==> src/design/wdt_pkg.sv <==
// How it works
// - The unlock port is write-only and stores no readable bits of its own.
// - The reload bytes open for change only after the unlock port is written with 55h and then aah.
// - Writes to the unlock port only step the lock sequencer and store nothing at that address.
// - A read at the unlock port location returns the read-only reset cause register.
// - The upper, middle and low reload bytes form one 24-bit reload value at bits 23:16, 15:8 and 7:0.
// - Each refresh instruction while the count is above 000002h copies the stored 24-bit reload value into the downcounter.
// - A read of a reload byte address returns that byte of the live downcounter, not the stored byte.
// - A permitted write to a reload byte address updates that byte of the stored reload value.
// - After unlock the bytes go upper, middle, low with no other write between; any other write relocks.
// - The downcounter signals a time-out when its count reaches 000000h.
// - Refresh instructions are ignored once the count is 000002h or lower.
// - The stored reload value is loaded into the downcounter when the watchdog is first enabled.
package wdt_pkg;
  // Register indices; byte address is four times the index
  localparam logic [11:0] IDX_UNLOCK     = 12'hff0;
  localparam logic [11:0] IDX_UPPER      = 12'hff1;
  localparam logic [11:0] IDX_MIDDLE     = 12'hff2;
  localparam logic [11:0] IDX_LOW        = 12'hff3;
  localparam logic [11:0] IDX_IRQ_STATUS = 12'hff4;
  localparam logic [11:0] IDX_IRQ_MASK   = 12'hff5;
  localparam logic [11:0] IDX_CONTROL    = 12'hff6;
  localparam int          IDX_W          = 12;
  localparam int          ADDR_W_MIN     = IDX_W + 2;

  // Unlock keys
  localparam logic [7:0] UNLOCK_KEY_FIRST  = 8'h55;
  localparam logic [7:0] UNLOCK_KEY_SECOND = 8'haa;

  // Reload reset values
  localparam logic [7:0] RST_UPPER  = 8'h00;
  localparam logic [7:0] RST_MIDDLE = 8'h04;
  localparam logic [7:0] RST_LOW    = 8'h00;

  // Counter thresholds
  localparam int          COUNT_W       = 24;
  localparam logic [23:0] REFRESH_FLOOR = 24'h000002;
  localparam logic [23:0] COUNT_ONE     = 24'h000001;
  localparam logic [23:0] MIN_RELOAD    = 24'h000004;

  // Field positions
  localparam int IRQ_W            = 2;
  localparam int STAT_TIMEOUT_BIT = 0;
  localparam int STAT_ABORT_BIT   = 1;
  localparam int CTRL_ENABLE_BIT  = 0;
  localparam int CAUSE_WDT_BIT    = 0;

  // Watchdog oscillator tick derived from the bus clock
  localparam int OSC_PERIOD_NS = 100000;
  localparam int CLK_PERIOD_NS = 20;
  localparam int TICK_CYCLES   = OSC_PERIOD_NS / CLK_PERIOD_NS;

  // AXI responses
  localparam logic [1:0] RESP_OKAY   = 2'h0;
  localparam logic [1:0] RESP_DECERR = 2'h3;

  typedef struct packed {
    logic             valid;
    logic [IDX_W-1:0] index;
    logic [7:0]       data;
  } reg_write_s;

  typedef struct packed {
    logic upper;
    logic middle;
    logic low;
  } reload_grant_s;
endpackage

==> src/design/wdt_unlock_seq.sv <==
`timescale 1ns/1ps
module wdt_unlock_seq (
  input  wire logic                  clk,
  input  wire logic                  rst,
  input  wire wdt_pkg::reg_write_s   wr_ev,
  output wdt_pkg::reload_grant_s     grant,
  output logic                       abort
);
  import wdt_pkg::*;

  typedef enum logic [2:0] {LOCKED, GOT_FIRST, OPEN_UPPER, OPEN_MIDDLE, OPEN_LOW} lock_state_e;

  lock_state_e state_q;
  lock_state_e state_d;

  // Next state; every register write moves the sequencer
  always_comb begin
    state_d      = state_q;
    grant        = '0;
    abort        = 1'b0;
    if (wr_ev.valid) begin
      state_d = LOCKED;
      case (state_q)
        LOCKED: begin
          if (wr_ev.index == IDX_UNLOCK && wr_ev.data == UNLOCK_KEY_FIRST) begin
            state_d = GOT_FIRST;
          end
        end
        GOT_FIRST: begin
          if (wr_ev.index == IDX_UNLOCK && wr_ev.data == UNLOCK_KEY_SECOND) begin
            state_d = OPEN_UPPER;
          end else begin
            abort = 1'b1;
          end
        end
        OPEN_UPPER: begin
          if (wr_ev.index == IDX_UPPER) begin
            grant.upper = 1'b1;
            state_d     = OPEN_MIDDLE;
          end else begin
            abort = 1'b1;
          end
        end
        OPEN_MIDDLE: begin
          if (wr_ev.index == IDX_MIDDLE) begin
            grant.middle = 1'b1;
            state_d      = OPEN_LOW;
          end else begin
            abort = 1'b1;
          end
        end
        OPEN_LOW: begin
          // Low byte closes the window again
          if (wr_ev.index == IDX_LOW) begin
            grant.low = 1'b1;
          end else begin
            abort = 1'b1;
          end
        end
        default: state_d = LOCKED;
      endcase
    end
  end

  // State register
  always_ff @(posedge clk or posedge rst) begin
    if (rst) begin
      state_q <= LOCKED;
    end else begin
      state_q <= state_d;
    end
  end
endmodule // wdt_unlock_seq

==> src/design/wdt_downcount.sv <==
`timescale 1ns/1ps
module wdt_downcount #(
  parameter int COUNT_W = wdt_pkg::COUNT_W
) (
  input  wire logic               clk,
  input  wire logic               rst,
  input  wire logic               tick,
  input  wire logic               enable,
  input  wire logic               refresh,
  input  wire logic [COUNT_W-1:0] reload,
  output logic      [COUNT_W-1:0] count_q,
  output logic                    running_q,
  output logic                    timeout_q
);
  import wdt_pkg::*;

  if (COUNT_W != 24) begin : g_check
    $error("wdt_downcount supports a 24-bit count only");
  end

  logic start;
  logic refresh_ok;

  // A refresh also enables; late refreshes near zero are dropped
  assign start      = (enable | refresh) & ~running_q;
  assign refresh_ok = refresh & running_q & (count_q > REFRESH_FLOOR);

  // Running flag never clears except by reset
  always_ff @(posedge clk or posedge rst) begin
    if (rst) begin
      running_q <= 1'b0;
    end else if (start) begin
      running_q <= 1'b1;
    end
  end

  // Count; loads win over a tick in the same cycle
  always_ff @(posedge clk or posedge rst) begin
    if (rst) begin
      count_q <= {RST_UPPER, RST_MIDDLE, RST_LOW};
    end else if (start) begin
      count_q <= reload;
    end else if (refresh_ok) begin
      count_q <= reload;
    end else if (tick && running_q) begin
      count_q <= count_q - COUNT_ONE;                             // Wraps to all ones after zero
    end
  end

  // One-cycle pulse as the count lands on zero
  always_ff @(posedge clk or posedge rst) begin
    if (rst) begin
      timeout_q <= 1'b0;
    end else begin
      timeout_q <= tick & running_q & ~start & ~refresh_ok & (count_q == COUNT_ONE);
    end
  end
endmodule // wdt_downcount

==> src/design/wdt_reload_regs.sv <==
// Register access over AXI4-Lite was left to the implementer.
`timescale 1ns/1ps
module wdt_reload_regs #(
  parameter int ADDR_W      = wdt_pkg::ADDR_W_MIN,
  parameter int TICK_CYCLES = wdt_pkg::TICK_CYCLES
) (
  input  wire logic              clk,
  input  wire logic              rst,
  input  wire logic [ADDR_W-1:0] s_axi_awaddr,
  input  wire logic              s_axi_awvalid,
  output logic                   s_axi_awready,
  input  wire logic [31:0]       s_axi_wdata,
  input  wire logic [3:0]        s_axi_wstrb,
  input  wire logic              s_axi_wvalid,
  output logic                   s_axi_wready,
  output logic [1:0]             s_axi_bresp,
  output logic                   s_axi_bvalid,
  input  wire logic              s_axi_bready,
  input  wire logic [ADDR_W-1:0] s_axi_araddr,
  input  wire logic              s_axi_arvalid,
  output logic                   s_axi_arready,
  output logic [31:0]            s_axi_rdata,
  output logic [1:0]             s_axi_rresp,
  output logic                   s_axi_rvalid,
  input  wire logic              s_axi_rready,
  input  wire logic              refresh_strobe,
  output logic                   watchdog_timeout,
  output logic                   irq
);
  import wdt_pkg::*;

  if (ADDR_W < ADDR_W_MIN || TICK_CYCLES < 2) begin : g_check
    $error("wdt_reload_regs: address too narrow or tick count too small");
  end

  localparam int TICK_W = $clog2(TICK_CYCLES);
  localparam logic [TICK_W-1:0] TICK_LAST = TICK_W'(TICK_CYCLES - 1);

  // Index of a word address; an address beyond the index field maps nowhere
  function automatic logic [IDX_W-1:0] addr_index(input logic [ADDR_W-1:0] addr);
    logic [ADDR_W-1:0] shifted;
    shifted = addr >> 2;
    if (ADDR_W > ADDR_W_MIN && (addr >> ADDR_W_MIN) != '0) begin
      addr_index = '0;
    end else begin
      addr_index = shifted[IDX_W-1:0];
    end
  endfunction

  function automatic logic is_mapped(input logic [IDX_W-1:0] idx);
    is_mapped = (idx >= IDX_UNLOCK) && (idx <= IDX_CONTROL);
  endfunction

  logic              aw_held_q;
  logic              w_held_q;
  logic [ADDR_W-1:0] awaddr_q;
  logic [7:0]        wbyte_q;
  logic              wlane_q;
  logic              aw_fire;
  logic              w_fire;
  logic              ar_fire;
  logic              wr_commit;
  logic [IDX_W-1:0]  wr_idx;
  logic [IDX_W-1:0]  rd_idx;
  logic [31:0]       rd_mux;
  logic [7:0]        upper_q;
  logic [7:0]        middle_q;
  logic [7:0]        low_q;
  logic [IRQ_W-1:0]  irq_status_q;
  logic [IRQ_W-1:0]  irq_mask_q;
  logic              enable_q;
  logic              cause_wdt_q;
  logic [TICK_W-1:0] tick_cnt_q;
  logic              tick_q;
  logic [COUNT_W-1:0] count;
  logic              running;
  logic              timeout;
  logic              abort;
  reg_write_s        wr_ev;
  reload_grant_s     grant;

  assign aw_fire   = s_axi_awvalid & s_axi_awready;
  assign w_fire    = s_axi_wvalid & s_axi_wready;
  assign ar_fire   = s_axi_arvalid & s_axi_arready;
  assign wr_commit = aw_held_q & w_held_q & ~s_axi_bvalid;
  assign wr_idx    = addr_index(awaddr_q);
  assign rd_idx    = addr_index(s_axi_araddr);

  // Every committed write reaches the sequencer; an unstrobed low lane carries no key
  assign wr_ev.valid = wr_commit;
  assign wr_ev.index = wr_idx;
  assign wr_ev.data  = wlane_q ? wbyte_q : 8'h00;

  // Write address channel; one write in flight at a time
  always_ff @(posedge clk or posedge rst) begin
    if (rst) begin
      s_axi_awready <= 1'b0;
      aw_held_q     <= 1'b0;
      awaddr_q      <= '0;
    end else if (aw_fire) begin
      s_axi_awready <= 1'b0;
      aw_held_q     <= 1'b1;
      awaddr_q      <= s_axi_awaddr;
    end else if (wr_commit) begin
      aw_held_q <= 1'b0;
    end else if (!aw_held_q && !s_axi_bvalid) begin
      s_axi_awready <= 1'b1;
    end
  end

  // Write data channel; only byte lane 0 carries register data
  always_ff @(posedge clk or posedge rst) begin
    if (rst) begin
      s_axi_wready <= 1'b0;
      w_held_q     <= 1'b0;
      wbyte_q      <= 8'h00;
      wlane_q      <= 1'b0;
    end else if (w_fire) begin
      s_axi_wready <= 1'b0;
      w_held_q     <= 1'b1;
      wbyte_q      <= s_axi_wdata[7:0];
      wlane_q      <= s_axi_wstrb[0];
    end else if (wr_commit) begin
      w_held_q <= 1'b0;
    end else if (!w_held_q && !s_axi_bvalid) begin
      s_axi_wready <= 1'b1;
    end
  end

  // Write response after both halves are in
  always_ff @(posedge clk or posedge rst) begin
    if (rst) begin
      s_axi_bvalid <= 1'b0;
      s_axi_bresp  <= RESP_OKAY;
    end else if (wr_commit) begin
      s_axi_bvalid <= 1'b1;
      s_axi_bresp  <= is_mapped(wr_idx) ? RESP_OKAY : RESP_DECERR;
    end else if (s_axi_bready) begin
      s_axi_bvalid <= 1'b0;
    end
  end

  // Reload bytes change only when the sequencer grants that byte
  always_ff @(posedge clk or posedge rst) begin
    if (rst) begin
      upper_q  <= RST_UPPER;
      middle_q <= RST_MIDDLE;
      low_q    <= RST_LOW;
    end else if (wlane_q) begin
      if (grant.upper) begin
        upper_q <= wbyte_q;
      end
      if (grant.middle) begin
        middle_q <= wbyte_q;
      end
      if (grant.low) begin
        low_q <= wbyte_q;
      end
    end
  end

  // Mask and enable; enable stays set until reset, as a watchdog should
  always_ff @(posedge clk or posedge rst) begin
    if (rst) begin
      irq_mask_q <= '0;
      enable_q   <= 1'b0;
    end else if (wr_commit && wlane_q) begin
      if (wr_idx == IDX_IRQ_MASK) begin
        irq_mask_q <= wbyte_q[IRQ_W-1:0];
      end else if (wr_idx == IDX_CONTROL && wbyte_q[CTRL_ENABLE_BIT]) begin
        enable_q <= 1'b1;
      end
    end
  end

  // Sticky events; a read clears them, but a new event in that cycle wins
  always_ff @(posedge clk or posedge rst) begin
    if (rst) begin
      irq_status_q <= '0;
    end else begin
      if (ar_fire && rd_idx == IDX_IRQ_STATUS) begin
        irq_status_q <= '0;
      end
      if (timeout) begin
        irq_status_q[STAT_TIMEOUT_BIT] <= 1'b1;
      end
      if (abort) begin
        irq_status_q[STAT_ABORT_BIT] <= 1'b1;
      end
    end
  end

  // Reset cause flag behind the unlock port address, cleared by reading it
  always_ff @(posedge clk or posedge rst) begin
    if (rst) begin
      cause_wdt_q <= 1'b0;
    end else if (timeout) begin
      cause_wdt_q <= 1'b1;
    end else if (ar_fire && rd_idx == IDX_UNLOCK) begin
      cause_wdt_q <= 1'b0;
    end
  end

  // Read mux; the unlock port itself has nothing to return
  always_comb begin
    rd_mux = 32'h0000_0000;
    if (rd_idx == IDX_UNLOCK) begin
      rd_mux[CAUSE_WDT_BIT] = cause_wdt_q;
    end else if (rd_idx == IDX_UPPER) begin
      rd_mux[7:0] = count[23:16];
    end else if (rd_idx == IDX_MIDDLE) begin
      rd_mux[7:0] = count[15:8];
    end else if (rd_idx == IDX_LOW) begin
      rd_mux[7:0] = count[7:0];
    end else if (rd_idx == IDX_IRQ_STATUS) begin
      rd_mux[IRQ_W-1:0] = irq_status_q;
    end else if (rd_idx == IDX_IRQ_MASK) begin
      rd_mux[IRQ_W-1:0] = irq_mask_q;
    end else if (rd_idx == IDX_CONTROL) begin
      rd_mux[CTRL_ENABLE_BIT] = enable_q;
    end
  end

  // Read channel; answer one cycle after the address is taken
  always_ff @(posedge clk or posedge rst) begin
    if (rst) begin
      s_axi_arready <= 1'b0;
      s_axi_rvalid  <= 1'b0;
      s_axi_rdata   <= 32'h0000_0000;
      s_axi_rresp   <= RESP_OKAY;
    end else if (ar_fire) begin
      s_axi_arready <= 1'b0;
      s_axi_rvalid  <= 1'b1;
      s_axi_rdata   <= rd_mux;
      s_axi_rresp   <= is_mapped(rd_idx) ? RESP_OKAY : RESP_DECERR;
    end else if (s_axi_rvalid && s_axi_rready) begin
      s_axi_rvalid <= 1'b0;
    end else if (!s_axi_rvalid) begin
      s_axi_arready <= 1'b1;
    end
  end

  // Stand-in for the slow oscillator: one tick every TICK_CYCLES clocks
  always_ff @(posedge clk or posedge rst) begin
    if (rst) begin
      tick_cnt_q <= '0;
      tick_q     <= 1'b0;
    end else if (tick_cnt_q == TICK_LAST) begin
      tick_cnt_q <= '0;
      tick_q     <= 1'b1;
    end else begin
      tick_cnt_q <= tick_cnt_q + 1'b1;
      tick_q     <= 1'b0;
    end
  end

  // Outputs straight from flops
  always_ff @(posedge clk or posedge rst) begin
    if (rst) begin
      irq              <= 1'b0;
      watchdog_timeout <= 1'b0;
    end else begin
      irq              <= |(irq_status_q & irq_mask_q);
      watchdog_timeout <= timeout;
    end
  end

  wdt_unlock_seq u_unlock (
    .clk   (clk),
    .rst   (rst),
    .wr_ev (wr_ev),
    .grant (grant),
    .abort (abort)
  );

  wdt_downcount #(
    .COUNT_W (COUNT_W)
  ) u_count (
    .clk       (clk),
    .rst       (rst),
    .tick      (tick_q),
    .enable    (enable_q),
    .refresh   (refresh_strobe),
    .reload    ({upper_q, middle_q, low_q}),
    .count_q   (count),
    .running_q (running),
    .timeout_q (timeout)
  );

  // Running is visible only through the live count, and through the enable bit when enable started it
  logic unused_running;
  assign unused_running = running;
endmodule // wdt_reload_regs

==> config.mk <==
export PLATFORM = sky130hd
export DESIGN_NAME = wdt_reload_regs
export DESIGN_NICKNAME = d
export VERILOG_FILES = /design/src/design/wdt_pkg.sv /design/src/design/wdt_unlock_seq.sv /design/src/design/wdt_downcount.sv /design/src/design/wdt_reload_regs.sv
export SDC_FILE = /design/constraint.sdc
export NUM_CORES = 1
export LEC_CHECK = 0
export BUFFER_PORTS_ARGS = -buffer_cell sky130_fd_sc_hd__buf_2
export CAP_MARGIN = 30
export CORE_UTILIZATION = 55
export DETAILED_ROUTE_END_ITERATION = 6
export HOLD_SLACK_MARGIN = 0.1
export PLACE_DENSITY = 0.8
export SLEW_MARGIN = 15
export SYNTH_ARGS = -nofsm -noshare
export SYNTH_HDL_FRONTEND = slang
export SYNTH_SLANG_ARGS = --single-unit
export TNS_END_PERCENT = 10
==> constraint.sdc <==
create_clock -name clk -period 8.7 [get_ports clk]
set_clock_uncertainty 0.15 [all_clocks]
set_input_delay 0.435 -clock clk [delete_from_list [all_inputs] [get_ports clk]]
set_output_delay 0.435 -clock clk [all_outputs]
set_load 0.02 [all_outputs]
# Word level (Yosys, flattened, before mapping)
# Index checks and enable logic that the tools add are counted.
dict set report op_classes {
  div_mod_pow 0
  reduce_logical 35
  n_shift 0
  eq_ne 25
  mux 57
  multipliers 0
  n_addsub 2
  n_lt_le_gt_ge 5
  bitwise_logic 19
}
# operator count
set ops {}
lappend ops {{12-bit equality test, second input constant} 13}
lappend ops {{24-bit 2-to-1 mux} 3}
lappend ops {{1-bit 2-to-1 mux} 37}
lappend ops {{24-bit by 1-bit equality test with 1-bit output, second input constant} 1}
lappend ops {{12-bit greater-or-equal comparator, second input constant} 2}
lappend ops {{24-bit by 2-bit greater-than comparator with 1-bit output, second input constant} 1}
lappend ops {{12-bit <= comparator, second input constant} 2}
lappend ops {{8-bit 2-to-1 mux} 3}
lappend ops {{24-bit by 1-bit subtractor with 24-bit output, second input constant} 1}
lappend ops {{2-bit nonzero test} 9}
lappend ops {{2-bit 2-to-1 mux} 7}
lappend ops {{2-bit AND reduction} 7}
lappend ops {{13-bit by 1-bit adder with 13-bit output, second input constant} 1}
lappend ops {{13-bit equality test, second input constant} 1}
lappend ops {{13-bit 2-to-1 mux} 1}
lappend ops {{1-bit AND} 12}
lappend ops {{1-bit logical AND} 12}
lappend ops {{3-bit case mux with 4 select lines} 1}
lappend ops {{8-bit by 7-bit equality test with 1-bit output, second input constant} 1}
lappend ops {{8-bit equality test, second input constant} 1}
lappend ops {{7-bit 2-to-1 mux} 1}
lappend ops {{3-bit by 2-bit equality test with 1-bit output, second input constant} 2}
lappend ops {{3-bit 2-to-1 mux} 2}
lappend ops {{6-bit 2-to-1 mux} 1}
lappend ops {{other kinds (13)} 21}
dict set report word_totals {
  n_memories 0
  mem_bits_rw 0
  word_cells 172
  romBits 0
  register_bits 117
  latch_bits 0
  output_inout_bits 43
  input_bits 72
}

# Longest topological paths before layout
dict set report depth {
  word_depth 8
  depth_mapped 8
  depth_no_buf 7
}

# Hierarchy
# A second synthesis with hierarchy kept.
dict set report unflattened {
  hier_cells 508
  area_unflattened_um2 5720.5
}
# mod instances area_each_um2 seq_area_each_um2 cells_each
set modules_own_cells {}
lappend modules_own_cells {wdt_reload_regs 1 3746.1 2103.3 315}
lappend modules_own_cells {wdt_downcount 1 1565.3 651.9 143}
lappend modules_own_cells {wdt_unlock_seq 1 409.1 75.1 50}

# Least setup slack after synthesis
# OpenSTA, ideal clock, no wires.
dict set report synth_path {
  kind {reg2reg}
  startpoint {reg u_count.count_q[13]}
  endpoint {reg u_count.count_q[11]}
  t_arrival_ns 2.344
  setup_time_ns 0.125
  synth_period_minus_slack_ns 2.619
  stages_incl_launch_ff 8
  n_path_buf 2
  required_time_ns 8.425
  path_slack_ns 6.081
  path_cell_list {dfrtp_1 -> or4_4 -> or3_1 -> buf_6 -> o31ai_4 -> nand2_4 -> buf_6 -> mux2_4}
}
dict set report synth_between {
  elab_chain_cells 4
  elab_cells_between_ends 5
  classes_between {order compare: 1; mux: 2; bitwise: 1; reduce/logical: 1}
}
# element line
set synth_rtl {}
lappend synth_rtl {{start: declaration} wdt_downcount.sv:11} ;# output logic [COUNT_W-1:0] count_q,
lappend synth_rtl {{start signal: assignment} wdt_downcount.sv:40} ;# count_q <= {RST_UPPER, RST_MIDDLE, RST_LOW};
lappend synth_rtl {{start signal: assignment} wdt_downcount.sv:42} ;# count_q <= reload;
lappend synth_rtl {{start signal: assignment} wdt_downcount.sv:44} ;# count_q <= reload;
lappend synth_rtl {{24-bit by 2-bit greater-than comparator with 1-bit output (*)} wdt_downcount.sv:26} ;# assign refresh_ok = refresh & running_q & (count_q > REFRESH_FLOOR);
lappend synth_rtl {{1-bit AND (*)} wdt_downcount.sv:26}
lappend synth_rtl {{24-bit 2-to-1 mux} wdt_downcount.sv:43} ;# end else if (refresh_ok) begin
lappend synth_rtl {{24-bit 2-to-1 mux} wdt_downcount.sv:41} ;# end else if (start) begin
# Mark *: on every way between the ends. The rest lies on a longest branch, timed or not.
# A chain may end at the register's enable or synchronous reset.

# Final worst setup path
dict set report layout_path {
  startpoint {reg u_count.count_q[12]}
  endpoint {reg u_count.count_q[17]}
}
dict set report layout_between {
  elab_chain_cells 4
  elab_cells_between_ends 7
  classes_between {add/sub: 1; order compare: 1; mux: 3; bitwise: 1; reduce/logical: 1}
}
# element line
set layout_rtl {}
lappend layout_rtl {{24-bit by 1-bit subtractor with 24-bit output or 24-bit by 2-bit greater-than comparator with 1-bit output (tied branches)} {wdt_downcount.sv:46, wdt_downcount.sv:26}}
lappend layout_rtl {{24-bit 2-to-1 mux or 1-bit AND (tied branches)} {wdt_downcount.sv:45, wdt_downcount.sv:26}}
lappend layout_rtl {{24-bit 2-to-1 mux} wdt_downcount.sv:43}
lappend layout_rtl {{24-bit 2-to-1 mux} wdt_downcount.sv:41}
# Parallel ways exist; a longest one is shown, timed or not. The select of a mux whose other input is x is not followed.

==> summary.md <==
| Metric | Value |
|---|---|
| Starting density of the core | `56.9%` |
| Violation count after the first detailed-route iteration | `185` |
| Buffers on Ports | `59` |
| Count of H-tree levels built during CTS | `4` |
| Leading cell types by total area after synthesis | `dfrtp_1 50%, mux2_2 11%, buf_4 3.5%` |
| Syn avg cell area | `11.5 sq um` |
| Overall die area | `10600 sq um` |
| Peak supply drop | `0.181 mV` |
| Net Sw Power | `455 uW` |
| Highest Clock Rate | `319 MHz` |
| Critical path class | `reg2reg` |
| Vias per Instance | `5.70` |
| Fraction of the yosys area taken by sequential cells | `50.6%` |
| Number of buffers inserted during clock tree synthesis | `17` |
| Final setup violation count | `0` |
| Transition time at the pin with the least slew margin | `0.863 ns` |
| Leakage power | `0.00318 uW` |
| Netlist area before placement | `5590 sq um` |
| Primary flip-flop cell chosen by synthesis mapping | `dfrtp_1` |
| Synth cell types | `55` |
| Hold violation total from the final report | `0` |
| Horizontal extent of the die | `103 um` |
| Hold path start | `s_axi_araddr[5]` |
| Standard cell core area | `9820 sq um` |
| Clock tree buffer depth | `2` |
| Number of enable-type register cells in the synthesized netlist | `0` |
| Run status | `finished, final reports clean` |
| Highest-count cells in the layout ignoring fill and taps | `111 x dfrtp_1, 59 x buf_2, 56 x mux2_2, 42 x nand2_1, 28 x nor2_1` |
| Vias in the first global route | `4029` |
| Die H | `103 um` |
| Min Tclk post-route | `3.13 ns` |
| Final-stage net count | `647` |
| Count of unresolved DRC violations after routing | `0` |
| Hold slack | `0.164 ns` |
| Number of antenna violations at the first check in global routing | `0` |
| Number of cell rows | `36` |
| RD Place Congestion | `0.928` |
| Worst hold path type | `in2reg` |
| Kind of end point of the critical path | `flip-flop` |
| Data arrival time at the worst-slack endpoint | `3.38 ns` |
| FFs w/ async S/R, synth | `100%` |
| TritonCTS clock tree | `done` |
| Post-detailed-route wirelength per cell | `16.5 um` |
| Post-detail-place hpwl | `7.98 mm` |
| CP Max Fanout | `24` |
| Count of mapped cells out of synthesis | `488` |
| Power per Cell Area | `248 nW/um^2` |
| Routed vias | `4089` |
| RSZ-0062 raised after global routing | `false` |
| Number of pins exceeding their max-slew limit in the final report | `0` |
| Antenna Cells | `0` |
| Sw frac | `27.1%` |
| Global-route wire length before repair | `19.4 mm` |
| CTS-repair resized insts | `0` |
| Clock share of power | `44.7%` |
| Pre-Repair DR Iteration Count | `4` |
| Setup tns final | `0 ns` |
| Register bit total from synthesis | `113` |
| Post-route ant nets | `0` |
| Synth top area share | `49.7%` |
| Combinational share of power | `14.8%` |
| Top-level I/O count | `115` |
| Hold buffer count at cts | `25` |
| Clk root buf | `clkbuf_8` |
| Skew-Pair Late Insertion Delay | `0.52 ns` |
| Worst relative slew slack | `42.0%` |
| Remaining global-route overflow | `0` |
| YS warnings | `0` |
| Setup repair bufs after CTS | `0` |
| Sinks on the clock net | `113` |
| Start point of the critical path | `u_count.count_q[12]` |
| Final Routed Wirelength | `11.8 mm` |
| RR Startpoint | `u_count.count_q[12]` |
| Max-Cap Viols | `0` |
| Largest area contributor in the synthesized netlist | `dfrtp_1` |
| Worst Path Required | `8.95 ns` |
| Maximum number of pins on one net before global-route repair | `61` |
| Most common cell after layout, fill and taps aside | `dfrtp_1` |
| Clock-pin slew on the worst setup and hold paths | `0.06 ns` |
| Period utilisation layout | `36.0%` |
| All-layer global routing usage | `24.5%` |
| Kind of launch point of the worst setup path | `flip-flop` |
| Cell-internal power | `1220 uW` |
| Area growth from synthesis to layout | `21.0%` |
| Reg power frac | `40.5%` |
| Share of cells above drive strength 1 | `29.3%` |
[sequential cells by signal (all words and copies together) (netlist names), 2 cells and up]
signal and flops:
s_axi_rdata 8, low_q 8, irq_mask_q 2, u_count.count_q 24
wbyte_q 8, tick_cnt_q 13, irq_status_q 2, awaddr_q 12
upper_q 8, u_unlock.state_q 3, middle_q 8
[path summary, 6_finish.rpt]
path / endpoint / slack (ns) / cells after the start
max: u_count.count_q[17] / 5.57 / 5
min: s_axi_rdata[0] / 0.16 / 3
max reg2reg: u_count.count_q[17] / 5.57 / 5
min reg2reg: watchdog_timeout / 0.28 / 0
max in group asynchronous: s_axi_rvalid / 6.82 / 4
min in group asynchronous: s_axi_wready / 0.45 / 3
[worst max-delay path: stages (launching register included)]
cell	delay (ns)
dfrtp_1	0.45
or4_4	0.56
or3_1	0.48
o31ai_4	0.57
nand2_4	0.38
mux2_1	0.41
[synthesized netlist by cell type (3+ instances only)]
| cell type | instances |
|---|---|
| mux2_4 | 11 |
| a21o_1 | 4 |
| nor3_1 | 13 |
| mux2i_1 | 8 |
| clkbuf_1 | 13 |
| a22o_1 | 11 |
| mux2_2 | 56 |
| o21a_1 | 3 |
| inv_1 | 9 |
| o31ai_1 | 4 |
| nor2b_1 | 3 |
| xor2_1 | 16 |
| buf_4 | 26 |
| xnor2_1 | 7 |
| a22oi_1 | 6 |
| o21ai_0 | 17 |
| nand4_1 | 10 |
| nand3_1 | 12 |
| o211ai_1 | 4 |
| dfrtp_1 | 111 |
| nand2_1 | 42 |
| buf_6 | 3 |
| or3_1 | 5 |
| or4_1 | 4 |
| ha_1 | 4 |
| nor4_1 | 10 |
| or2_2 | 3 |
| nand3b_1 | 3 |
| nor2_1 | 28 |
| a21oi_1 | 4 |
[cells by family after synthesis]
group | after synthesis | share of synthesized area [%]
flip-flops | 113 | 50.6
buffers and inverters | 53 | 5.71
adder cells (fa/ha/maj) | 4 | 0.895
other | 1 | 0.0671
XOR/XNOR | 23 | 3.60
AND/OR/NAND/NOR | 150 | 14.0
multiplexers | 78 | 16.5
AO/OA/AOI/OAI | 66 | 8.60
[through the flow]
step	std cells	utilization (%)	setup slack (ns)	power, uW	area (sq um)
final	717	68.9	5.57	1680	6770
after CTS	717	68.9	5.56	1680	6770
after global placement	660	59.7	5.63	907	5860
after floorplan	511	-	5.13	862	5680
after global routing	717	68.9	5.37	1750	6770
after detailed placement	660	59.7	5.58	923	5860
[metal layers]
layer	global-route usage [%]	vias to the layer above	wire, um
met4	12.5	0	225
met2	40.9	156	5820
li1	-	1884	-
met3	4.95	21	623
met1	30.5	2028	5130
met5	0	-	0
[power by group through the flow]
stage	sequential (uW)	combinational (uW)	clock [uW]
floorplan	664	198	0
global placement	676	231	0
detailed placement	684	239	0
CTS	676	249	760
global route	691	275	783
finish	679	249	750
[layout make-up]
class,count,area (sq um)
clock buffer,20,445
clock inverter,12,208
fill,692,3050
inverter,9,36.3
multi-input combinational,345,2530
sequential,113,2830
tap,133,166
timing repair buffer,85,553
No activity file was read; power rests on OpenSTA's default activity.
